<file path="config.mk">
export PLATFORM = sky130hd
export DESIGN_NAME = vcr_regs
export DESIGN_NICKNAME = d
export VERILOG_FILES = /design/src/vcr_pkg.sv /design/src/vcr_load_seq.sv /design/src/vcr_regs.sv
export VERILOG_INCLUDE_DIRS = /design/src
export SDC_FILE = /design/constraint.sdc
export NUM_CORES = 1
export LEC_CHECK = 0
export ABC_CLOCK_PERIOD_IN_PS = 2400
export BUFFER_PORTS_ARGS = -buffer_cell sky130_fd_sc_hd__buf_2
export CAP_MARGIN = 20
export CORE_MARGIN = 2
export CORE_UTILIZATION = 44
export CTS_CLUSTER_SIZE = 40
export DETAILED_ROUTE_END_ITERATION = 7
export GPL_ROUTABILITY_DRIVEN = 0
export GPL_TIMING_DRIVEN = 1
export PLACE_DENSITY_LB_ADDON = 0.12
export SLEW_MARGIN = 20
export SYNTH_ARGS = -nofsm -noshare
export SYNTH_HDL_FRONTEND = slang
export SYNTH_SLANG_ARGS = --single-unit
</file>
<file path="constraint.sdc">
create_clock -name i_clk -period 2.4 [get_ports i_clk]
set_input_delay 0.24 -clock i_clk [delete_from_list [all_inputs] [get_ports i_clk]]
set_output_delay 0.24 -clock i_clk [all_outputs]
set_load 0.005 [all_outputs]
</file>
<file path="src/vcr_defs.svh">
`ifndef VCR_DEFS_SVH
`define VCR_DEFS_SVH

`define VCR_ADDR_W 12
`define VCR_OFF_CTRL0 12'h154
`define VCR_OFF_STAT0 12'h158
`define VCR_OFF_CAP1 12'h15C

`define VCR_CTRL_TCMAP_LSB 0
`define VCR_CTRL_TCMAP_MSB 7
`define VCR_CTRL_LOAD_BIT 16
`define VCR_CTRL_SEL_LSB 17
`define VCR_CTRL_SEL_MSB 19
`define VCR_CTRL_VCID_LSB 24
`define VCR_CTRL_VCID_MSB 26
`define VCR_CTRL_EN_BIT 31

`define VCR_STAT_TBL_BIT 16
`define VCR_STAT_NEG_BIT 17

`define VCR_CAP_ARB_LSB 0
`define VCR_CAP_ARB_MSB 7
`define VCR_CAP_APS_BIT 14
`define VCR_CAP_RSNP_BIT 15
`define VCR_CAP_SLOT_LSB 16
`define VCR_CAP_SLOT_MSB 22
`define VCR_CAP_OFS_LSB 24
`define VCR_CAP_OFS_MSB 31

`define VCR_RST_TCMAP 8'hFF
`define VCR_RST_SEL 3'h0
`define VCR_RST_VCID 3'h0
`define VCR_RST_EN 1'h1
`define VCR_SEL_RR 3'h0
`define VCR_SEL_WRR128 3'h3

`define VCR_CAP_ARB_X0 8'h00
`define VCR_CAP_ARB_X1 8'h19
`define VCR_CAP_SLOT_X0 7'h00
`define VCR_CAP_SLOT_X1 7'h7F
`define VCR_CAP_OFS_X0 8'h00
`define VCR_CAP_OFS_X1 8'h08

`define VCR_ARB_PHASES 128

`endif

</file>
<file path="src/vcr_pkg.sv">
`include "vcr_defs.svh"

package vcr_pkg;

  typedef enum logic [2:0] {
    VCR_ARB_RR = `VCR_SEL_RR,
    VCR_ARB_WRR128 = `VCR_SEL_WRR128
  } vcr_arb_e;

  typedef enum logic [1:0] {
    VCR_LD_IDLE = 2'h0,
    VCR_LD_RUN = 2'h1,
    VCR_LD_DONE = 2'h3
  } vcr_ld_state_e;

endpackage

</file>
<file path="src/vcr_load_seq.sv">
`timescale 1ns/1ps
`include "vcr_defs.svh"

module vcr_load_seq
  import vcr_pkg::*;
#(
  parameter int PHASES = `VCR_ARB_PHASES,
  parameter int IDX_W = $clog2(PHASES)
) (
  input wire logic i_clk, // core clock
  input wire logic i_srst, // sync reset
  input wire logic i_start, // begin a table transfer
  output logic o_busy, // transfer in progress
  output logic o_done, // one-cycle pulse at the end
  output logic o_stb, // one entry moved this cycle
  output logic [IDX_W-1:0] o_idx // entry being moved
);

  vcr_ld_state_e state;
  vcr_ld_state_e next_state;
  logic [IDX_W-1:0] idx;
  logic [IDX_W-1:0] next_idx;

  localparam logic [IDX_W-1:0] LAST = IDX_W'(PHASES - 1);

  always_comb begin
    next_state = state;
    next_idx = idx;
    unique case (state)
      VCR_LD_IDLE: begin
        next_idx = '0;
        if (i_start) begin
          next_state = VCR_LD_RUN;
        end
      end
      VCR_LD_RUN: begin
        if (idx == LAST) begin
          next_state = VCR_LD_DONE;
        end else begin
          next_idx = idx + 1'b1;
        end
      end
      VCR_LD_DONE: begin
        next_state = VCR_LD_IDLE;
      end
      default: begin
        next_state = VCR_LD_IDLE;
      end
    endcase
  end

  always_ff @(posedge i_clk) begin
    if (i_srst) begin
      state <= VCR_LD_IDLE;
      idx <= '0;
    end else begin
      state <= next_state;
      idx <= next_idx;
    end
  end

  assign o_busy = (state != VCR_LD_IDLE);
  assign o_stb = (state == VCR_LD_RUN);
  assign o_done = (state == VCR_LD_DONE);
  assign o_idx = idx;
endmodule

</file>
<file path="src/vcr_regs.sv">
`timescale 1ns/1ps
`include "vcr_defs.svh"

// Notes on behaviour
// - vc0 control bits 7:0 map each traffic class onto vc0 when set.
// - traffic class map resets to all ones; a default loader may override.
// - writing one to load bit moves the table to hardware; reads zero.
// - arbitration select keeps only 000b or 011b; else default; resets 000b.
// - vc0 identifier bits 26:24 are read-only zero.
// - vc0 enable bit is writable, one enables, resets to one.
// - table status sets whenever software writes any arbitration table entry.
// - table status clears only when a triggered table transfer finishes.
// - negotiation pending reads one while negotiating; resets to zero.
// - vc1 arbitration capability is 00h or 19h by extended vc count.
// - round robin and 128-phase weighted schemes; time-based only on vc1.
// - vc1 advanced switching and reject snoop bits read zero.
// - vc1 max time slots 00h or 7Fh by count, loader may override.
// - vc1 table offset in 16-byte units, 00h or 08h by count.
module vcr_regs
  import vcr_pkg::*;
#(
  parameter int PHASES = `VCR_ARB_PHASES,
  parameter int IDX_W = $clog2(PHASES)
) (
  input wire logic i_clk, // core clock
  input wire logic i_srst, // sync reset, active high
  input wire logic i_cfg_wr, // config write strobe
  input wire logic i_cfg_rd, // config read strobe
  input wire logic [`VCR_ADDR_W-1:0] i_cfg_addr, // config byte address
  input wire logic [3:0] i_cfg_be, // byte enables
  input wire logic [31:0] i_cfg_wdata, // write data
  output logic [31:0] o_cfg_rdata, // read data, registered
  output logic o_cfg_rvalid, // read data valid pulse
  input wire logic [2:0] i_ext_vc_cnt, // extended vc count setting
  input wire logic i_dflt_tcmap_we, // loader writes tc map default
  input wire logic [7:0] i_dflt_tcmap, // loader tc map value
  input wire logic i_dflt_slots_we, // loader writes time slots
  input wire logic [6:0] i_dflt_slots, // loader time slot value
  input wire logic i_tbl_entry_wr, // software wrote a table entry
  input wire logic i_vc_negotiating, // vc negotiation in progress
  output logic [7:0] o_tc_map, // tc to vc0 map
  output logic [2:0] o_arb_sel, // active port arbitration scheme
  output logic o_vc_en, // vc0 enabled
  output logic o_tbl_loading, // table transfer busy
  output logic o_tbl_load_stb, // one table entry moved
  output logic [IDX_W-1:0] o_tbl_load_idx // entry being moved
);

  logic [7:0] tc_map;
  logic [7:0] next_tc_map;
  logic [2:0] arb_sel;
  logic [2:0] next_arb_sel;
  logic vc_en;
  logic next_vc_en;
  logic tbl_stat;
  logic next_tbl_stat;
  logic neg_pend;
  logic next_neg_pend;
  logic [6:0] slots;
  logic [6:0] next_slots;
  logic [31:0] rdata;
  logic [31:0] next_rdata;
  logic rvalid;
  logic next_rvalid;

  logic wr_ctrl;
  logic ld_start;
  logic ld_busy;
  logic ld_done;
  logic ext_one;
  logic [2:0] wsel;
  logic [31:0] ctrl_word;
  logic [31:0] stat_word;
  logic [31:0] cap_word;

  assign wr_ctrl = i_cfg_wr && (i_cfg_addr == `VCR_OFF_CTRL0);
  assign wsel = i_cfg_wdata[`VCR_CTRL_SEL_MSB:`VCR_CTRL_SEL_LSB];
  // load bit is a pure trigger, never stored
  assign ld_start = wr_ctrl && i_cfg_be[2] &&
                    i_cfg_wdata[`VCR_CTRL_LOAD_BIT];
  assign ext_one = (i_ext_vc_cnt != 3'h0);

  vcr_load_seq #(
    .PHASES(PHASES),
    .IDX_W(IDX_W)
  ) u_load_seq (
    .i_clk(i_clk),
    .i_srst(i_srst),
    .i_start(ld_start),
    .o_busy(ld_busy),
    .o_done(ld_done),
    .o_stb(o_tbl_load_stb),
    .o_idx(o_tbl_load_idx)
  );

  always_comb begin
    next_tc_map = tc_map;
    next_arb_sel = arb_sel;
    next_vc_en = vc_en;
    next_slots = slots;
    if (i_dflt_tcmap_we) begin
      next_tc_map = i_dflt_tcmap;
    end
    if (i_dflt_slots_we) begin
      next_slots = i_dflt_slots;
    end
    if (wr_ctrl && i_cfg_be[0]) begin
      next_tc_map = i_cfg_wdata[`VCR_CTRL_TCMAP_MSB:`VCR_CTRL_TCMAP_LSB];
    end
    if (wr_ctrl && i_cfg_be[2]) begin
      if (wsel == VCR_ARB_RR || wsel == VCR_ARB_WRR128) begin
        next_arb_sel = wsel;
      end else begin
        next_arb_sel = `VCR_RST_SEL;
      end
    end
    if (wr_ctrl && i_cfg_be[3]) begin
      next_vc_en = i_cfg_wdata[`VCR_CTRL_EN_BIT];
    end
  end

  always_comb begin
    // a new entry write beats the end of a transfer
    next_tbl_stat = i_tbl_entry_wr || (tbl_stat && !ld_done);
    next_neg_pend = i_vc_negotiating;
  end

  always_comb begin
    ctrl_word = '0;
    ctrl_word[`VCR_CTRL_TCMAP_MSB:`VCR_CTRL_TCMAP_LSB] = tc_map;
    ctrl_word[`VCR_CTRL_SEL_MSB:`VCR_CTRL_SEL_LSB] = arb_sel;
    ctrl_word[`VCR_CTRL_VCID_MSB:`VCR_CTRL_VCID_LSB] = `VCR_RST_VCID;
    ctrl_word[`VCR_CTRL_EN_BIT] = vc_en;
    stat_word = '0;
    stat_word[`VCR_STAT_TBL_BIT] = tbl_stat;
    stat_word[`VCR_STAT_NEG_BIT] = neg_pend;
    cap_word = '0;
    cap_word[`VCR_CAP_ARB_MSB:`VCR_CAP_ARB_LSB] =
      ext_one ? `VCR_CAP_ARB_X1 : `VCR_CAP_ARB_X0;
    cap_word[`VCR_CAP_SLOT_MSB:`VCR_CAP_SLOT_LSB] = slots;
    cap_word[`VCR_CAP_OFS_MSB:`VCR_CAP_OFS_LSB] =
      ext_one ? `VCR_CAP_OFS_X1 : `VCR_CAP_OFS_X0;
  end

  always_comb begin
    next_rvalid = i_cfg_rd;
    next_rdata = '0;
    if (i_cfg_rd) begin
      unique case (i_cfg_addr)
        `VCR_OFF_CTRL0: next_rdata = ctrl_word;
        `VCR_OFF_STAT0: next_rdata = stat_word;
        `VCR_OFF_CAP1: next_rdata = cap_word;
        default: next_rdata = '0;
      endcase
    end
  end

  always_ff @(posedge i_clk) begin
    if (i_srst) begin
      tc_map <= `VCR_RST_TCMAP;
      arb_sel <= `VCR_RST_SEL;
      vc_en <= `VCR_RST_EN;
      tbl_stat <= 1'b0;
      neg_pend <= 1'b0;
      slots <= ext_one ? `VCR_CAP_SLOT_X1 : `VCR_CAP_SLOT_X0;
      rdata <= '0;
      rvalid <= 1'b0;
    end else begin
      tc_map <= next_tc_map;
      arb_sel <= next_arb_sel;
      vc_en <= next_vc_en;
      tbl_stat <= next_tbl_stat;
      neg_pend <= next_neg_pend;
      slots <= next_slots;
      rdata <= next_rdata;
      rvalid <= next_rvalid;
    end
  end

  assign o_cfg_rdata = rdata;
  assign o_cfg_rvalid = rvalid;
  assign o_tc_map = tc_map;
  assign o_arb_sel = arb_sel;
  assign o_vc_en = vc_en;
  assign o_tbl_loading = ld_busy;
endmodule
</file>
Yosys cells after proc, flatten, opt, wreduce, memory -nomap -nowiden
Index checks and enable logic that the tools add are counted.
Operators by class
  equality and inequality tests: 10
  muxes and demuxes: 14
  reductions and logical operators: 19
  bitwise gates (word level): 1
  add/subtract/negate cells: 1
Operators with widths (number)
  32-bit case mux with 3 select lines: 1
  12-bit by 9-bit == test with 1-bit output (second input constant): 3
  7-bit 2-to-1 mux: 4
  8-bit 2-to-1 mux: 2
  7-bit case mux with 2 select lines: 1
  2-bit nonzero test: 4
  7-bit by 1-bit adder with 7-bit output (second input constant): 1
  7-bit == test (second input constant): 1
  1-bit logical AND: 6
  5-bit 2-to-1 mux: 1
  2-bit 2-to-1 mux: 2
  4-bit 2-to-1 mux: 1
  2-bit inequality test (second input constant): 2
  2-bit case mux with 2 select lines: 1
  2-bit AND reduction: 2
  3-bit by 2-bit == test with 1-bit output (second input constant): 1
  3-bit zero test: 1
  3-bit 2-to-1 mux: 1
  3-bit nonzero test: 1
  2-bit by 1-bit == test with 1-bit output (second input constant): 1
  2-bit == test (second input constant): 1
  2-bit zero test: 1
  1-bit logical OR: 2
  2-bit by 1-bit inequality test with 1-bit output (second input constant): 1
  other kinds (3): 3
Word-level totals
  register bits: 63
  output and inout port bits: 54
  logic and storage cells: 55
  input port bits: 74

Logic depth before layout (Yosys ltp)
  depth in word-level cells: 6
  gate-level depth with buffers: 5
  mapped depth without buffers: 4

Cells and area by module
A second synthesis with hierarchy kept.
Unflattened totals
  cell total of the unflattened synthesis: 228
  area, all modules: 2253.4 um^2
By module, submodules not included
  vcr_regs: times used 1, cells an instance 171, sequential area each 850.8 um^2, area an instance 1726.7 um^2
  vcr_load_seq: times used 1, cells an instance 57, sequential area each 180.2 um^2, area an instance 526.8 um^2

Worst setup path before layout
OpenSTA, ideal clock, no wires.
  path kind: input to register
  from: input port i_cfg_addr[1]
  to: register rdata[7] (netlist: o_cfg_rdata[7])
  setup slack: 0.590 ns
  required time: 2.326 ns
  path buffers: 2
  cell stages on the path: 5
  data arrival time: 1.736 ns
  setup time: 0.074 ns
  cells stage by stage: or4b_4 or4_4 buf_6 buf_12 nor3_4
On the way
  longest elaborated chain between the ends: 2
  elaborated cells between the ends (all ways): 4
  classes of those cells: eq/ne: 3; mux: 1
RTL lines
  start, declared: RTL line vcr_regs.sv:29  | input wire logic [`VCR_ADDR_W-1:0] i_cfg_addr,
  12-bit by 9-bit == test with 1-bit output: RTL line vcr_regs.sv:149  | unique case (i_cfg_addr)
  32-bit case mux with 3 select lines *: RTL line vcr_regs.sv:149
  end signal, assigned: RTL line vcr_regs.sv:175  | rdata <= next_rdata;
  end, declared: RTL line vcr_regs.sv:61  | logic [31:0] rdata;
Every way passes the cells marked *; elsewhere a longest branch is shown, timed or not.
A chain may end at the register's enable or synchronous reset.

Final worst setup path
  from: input port i_cfg_addr[1]
  to: register rdata[27] (netlist: o_cfg_rdata[27])
Same word-level chain as after synthesis.

==> reports/results.ini <==
[outcome]
status = completed

[yosys]
synth_ff_type = dfxtp_1
avgSynthCellArea_um2 = 9.573
netlist_instances = 235
synth_area_mm2 = 0.002250
async_reset_ff_frac = 0
synth.distinct_cells = 46
ys_warn_count = 0
synth_seq_cells = 48
seq_area_frac_synth = 0.4583
synth_edf_count = 7

[sta]
finClkSkew_ns = 0.007651
fin_crit_sh = 0.6699
finalSetupViolCount = 0
tightest_slew_ns = 0.5827
grt_setup_unrepaired = no
slew_headroom = 0.6079
min_period_ns = 1.608
fin_tns_setup_ns = 0
fmax_mhz = 622.0
setup_slack_ns = 0.7922
drv_slew = 0
hold_violations = 0

[worst_setup_path]
crit_path_max_fanout = 17
critical-path-max-stage-delay_ns = 0.69
crit_chain = buf_2 > or4b_4 > or4_4 > nor3b_1
critical_path_class = primary input to flop
cp_data_arrival_time_ns = 1.82
critPathCaptureType = flop
crit_start = i_cfg_addr[1]
cp.required_ns = 2.62
worst-path-buf-inv = 1
r2r-start = u_load_seq.o_idx[0]$_SDFFE_PP0P_
crit_family = simple AND/OR/NAND/NOR gates
start_kind = primary input
slowest_stage = or4_4

[pwr]
p_leak_uw = 0.001263
ir_drop_mv = 0.2505
powerDensity_mw_per_mm2 = 593.8

[global_route]
overflow = 0
track_usage = 0.1789
antenna_found_initial = 0
grt_max_degree = 39
grt_first_pass_wirelength_mm = 7.610
grt_pass1_vias = 1621

[floorplan]
io_pins = 128
die_h_um = 75.51
core_mm2 = 0.005010
initial_utilization = 0.4491
dieArea_mm2 = 0.005701
fp.dieW_um = 75.51
rows = 26

[detailed_routing]
drc_errors = 0
firstDrtPassIters = 4
via_per_inst = 4.811
routed_wl_mm = 5.083
antenna_left = 0
wl_per_cell_um = 12.84
drt_iter0_markers = 81
vias = 1905

[clock_tree]
clockBufferDepth = 2
cts_resized = 0
path_clk_slew_ns = 0.09
cts_hold_buf = 0
htree_levels = 2
clockRootBuffer = clkbuf_8
clock_latency_ns = 0.30
numCtsBuffers = 5
post-cts-setup-buffers = 0
cts_tree = yes
cts_sinks = 48

[cells_and_area]
n_fill_cell = 500
nets = 400
mostFrequentLayoutCell = buf_2
drive_gt1_frac = 0.3650
area_growth_pct = 25.70
layout_common_cells = buf_2 (92), dfxtp_1 (41), nor2_1 (28), mux2i_1 (16)
fin_area_mm2 = 0.002828
antenna_cells = 0

[flow_run]
drv_cap = 0

[placement]
dpl.hpwl_mm = 3.751
place_ws_ns = 0.4835
io_buffers = 92
post_dp_cell_area_mm2 = 0.002695

[hold_path]
worstHoldStart = i_tbl_entry_wr
min_path_type = primary input to flop

-- routing by layer --
metal / track usage / vias to the layer above / wire [um]
li1: - / 969 / -
met1: 0.2380 / 873 / 2386
met2: 0.2850 / 59 / 2380
met3: 0.05026 / 4 / 282
met4: 0.05263 / 0 / 34
met5: 0 / - / 0
-- path summary, 6_finish.rpt --
| path | end | slack, ns | depth (start not counted) |
|---|---|---|---|
| setup / recovery | o_cfg_rdata[27]$_SDFF_PP0_ | 0.79 | 4 |
| hold / removal | tbl_stat$_SDFF_PP0_ | 0.16 | 3 |
| hold reg to reg | o_cfg_rdata[31]$_SDFF_PP0_ | 0.46 | 2 |
| setup reg to reg | u_load_seq.o_idx[1]$_SDFFE_PP0P_ | 0.86 | 4 |
-- stage by stage --
stage | total power, uW | cells | util | hold WS (ns)
after floorplan | 966.6 | 249 | - | 0.3574
after global placement | 1019 | 388 | 0.5380 | 0.4471
after detailed placement | 1022 | 388 | 0.5380 | 0.4450
after CTS | 1701 | 396 | 0.5644 | 0.1520
after global routing | 1751 | 396 | 0.5644 | 0.1464
final | 1679 | 396 | 0.5644 | 0.1631
-- flip-flops by register name (all words and copies together) (netlist names) --
register,count
neg_pend,1
o_arb_sel,3
o_cfg_rdata,17
o_cfg_rvalid,1
o_tc_map,8
o_vc_en,1
slots,7
tbl_stat,1
u_load_seq.o_idx,7
u_load_seq.state,2
-- power by group --
| part | switching, uW | internal [uW] | leakage, uW |
|---|---|---|---|
| clock | 259 | 416 | 0.0000654 |
| combinational | 81.5 | 70.4 | 0.000796 |
| sequential | 11.6 | 841 | 0.000402 |
| total | 352 | 1330 | 0.00126 |
-- synth_stat cells (all sizes together), types with 4 or more instances --
master / n / area, um2
nor2b: 10 / 62.56
clkbuf: 9 / 33.78
dfxtp: 41 / 820.8
buf: 17 / 143.9
a211oi: 9 / 67.56
nor2: 28 / 105.1
mux2i: 16 / 160.2
nand2b: 6 / 37.54
nand4b: 4 / 35.03
edfxtp: 7 / 210.2
inv: 10 / 37.54
nor3: 17 / 136.4
nand2: 15 / 56.30
a21oi: 8 / 40.04
-- area by class of cell --
cell class,count,area (um2),area share
flip-flops and latches,48,1031,0.3646
clock buffers,6,72.57,0.02566
clock inverters,2,60.06,0.02124
multi-input cells,164,1052,0.3721
repair buffers,95,483.0,0.1708
inverters,11,41.29,0.01460
well taps,70,87.58,0.03097
-- worst min-delay path, delay by kind of cell --
kind	cells	cell delay, ns
AND/OR/NAND/NOR	1	0.07
AO/OA/AOI/OAI	1	0.03
buffers and inverters	1	0.09
-- kinds of logic (layout without fill, tap and decap cells) --
logic type | Yosys count | count (layout) | synth area share
muxes | 17 | 17 | 0.07619
adders and majority gates | 1 | 1 | 0.005561
and+or+nand+nor | 105 | 105 | 0.2825
other | 1 | 15 | 0.001667
DFF | 48 | 48 | 0.4583
AOI/OAI and AO/OA | 26 | 26 | 0.07842
buffers and inverters | 37 | 114 | 0.09733
Power figures use the tool's default switching activity.
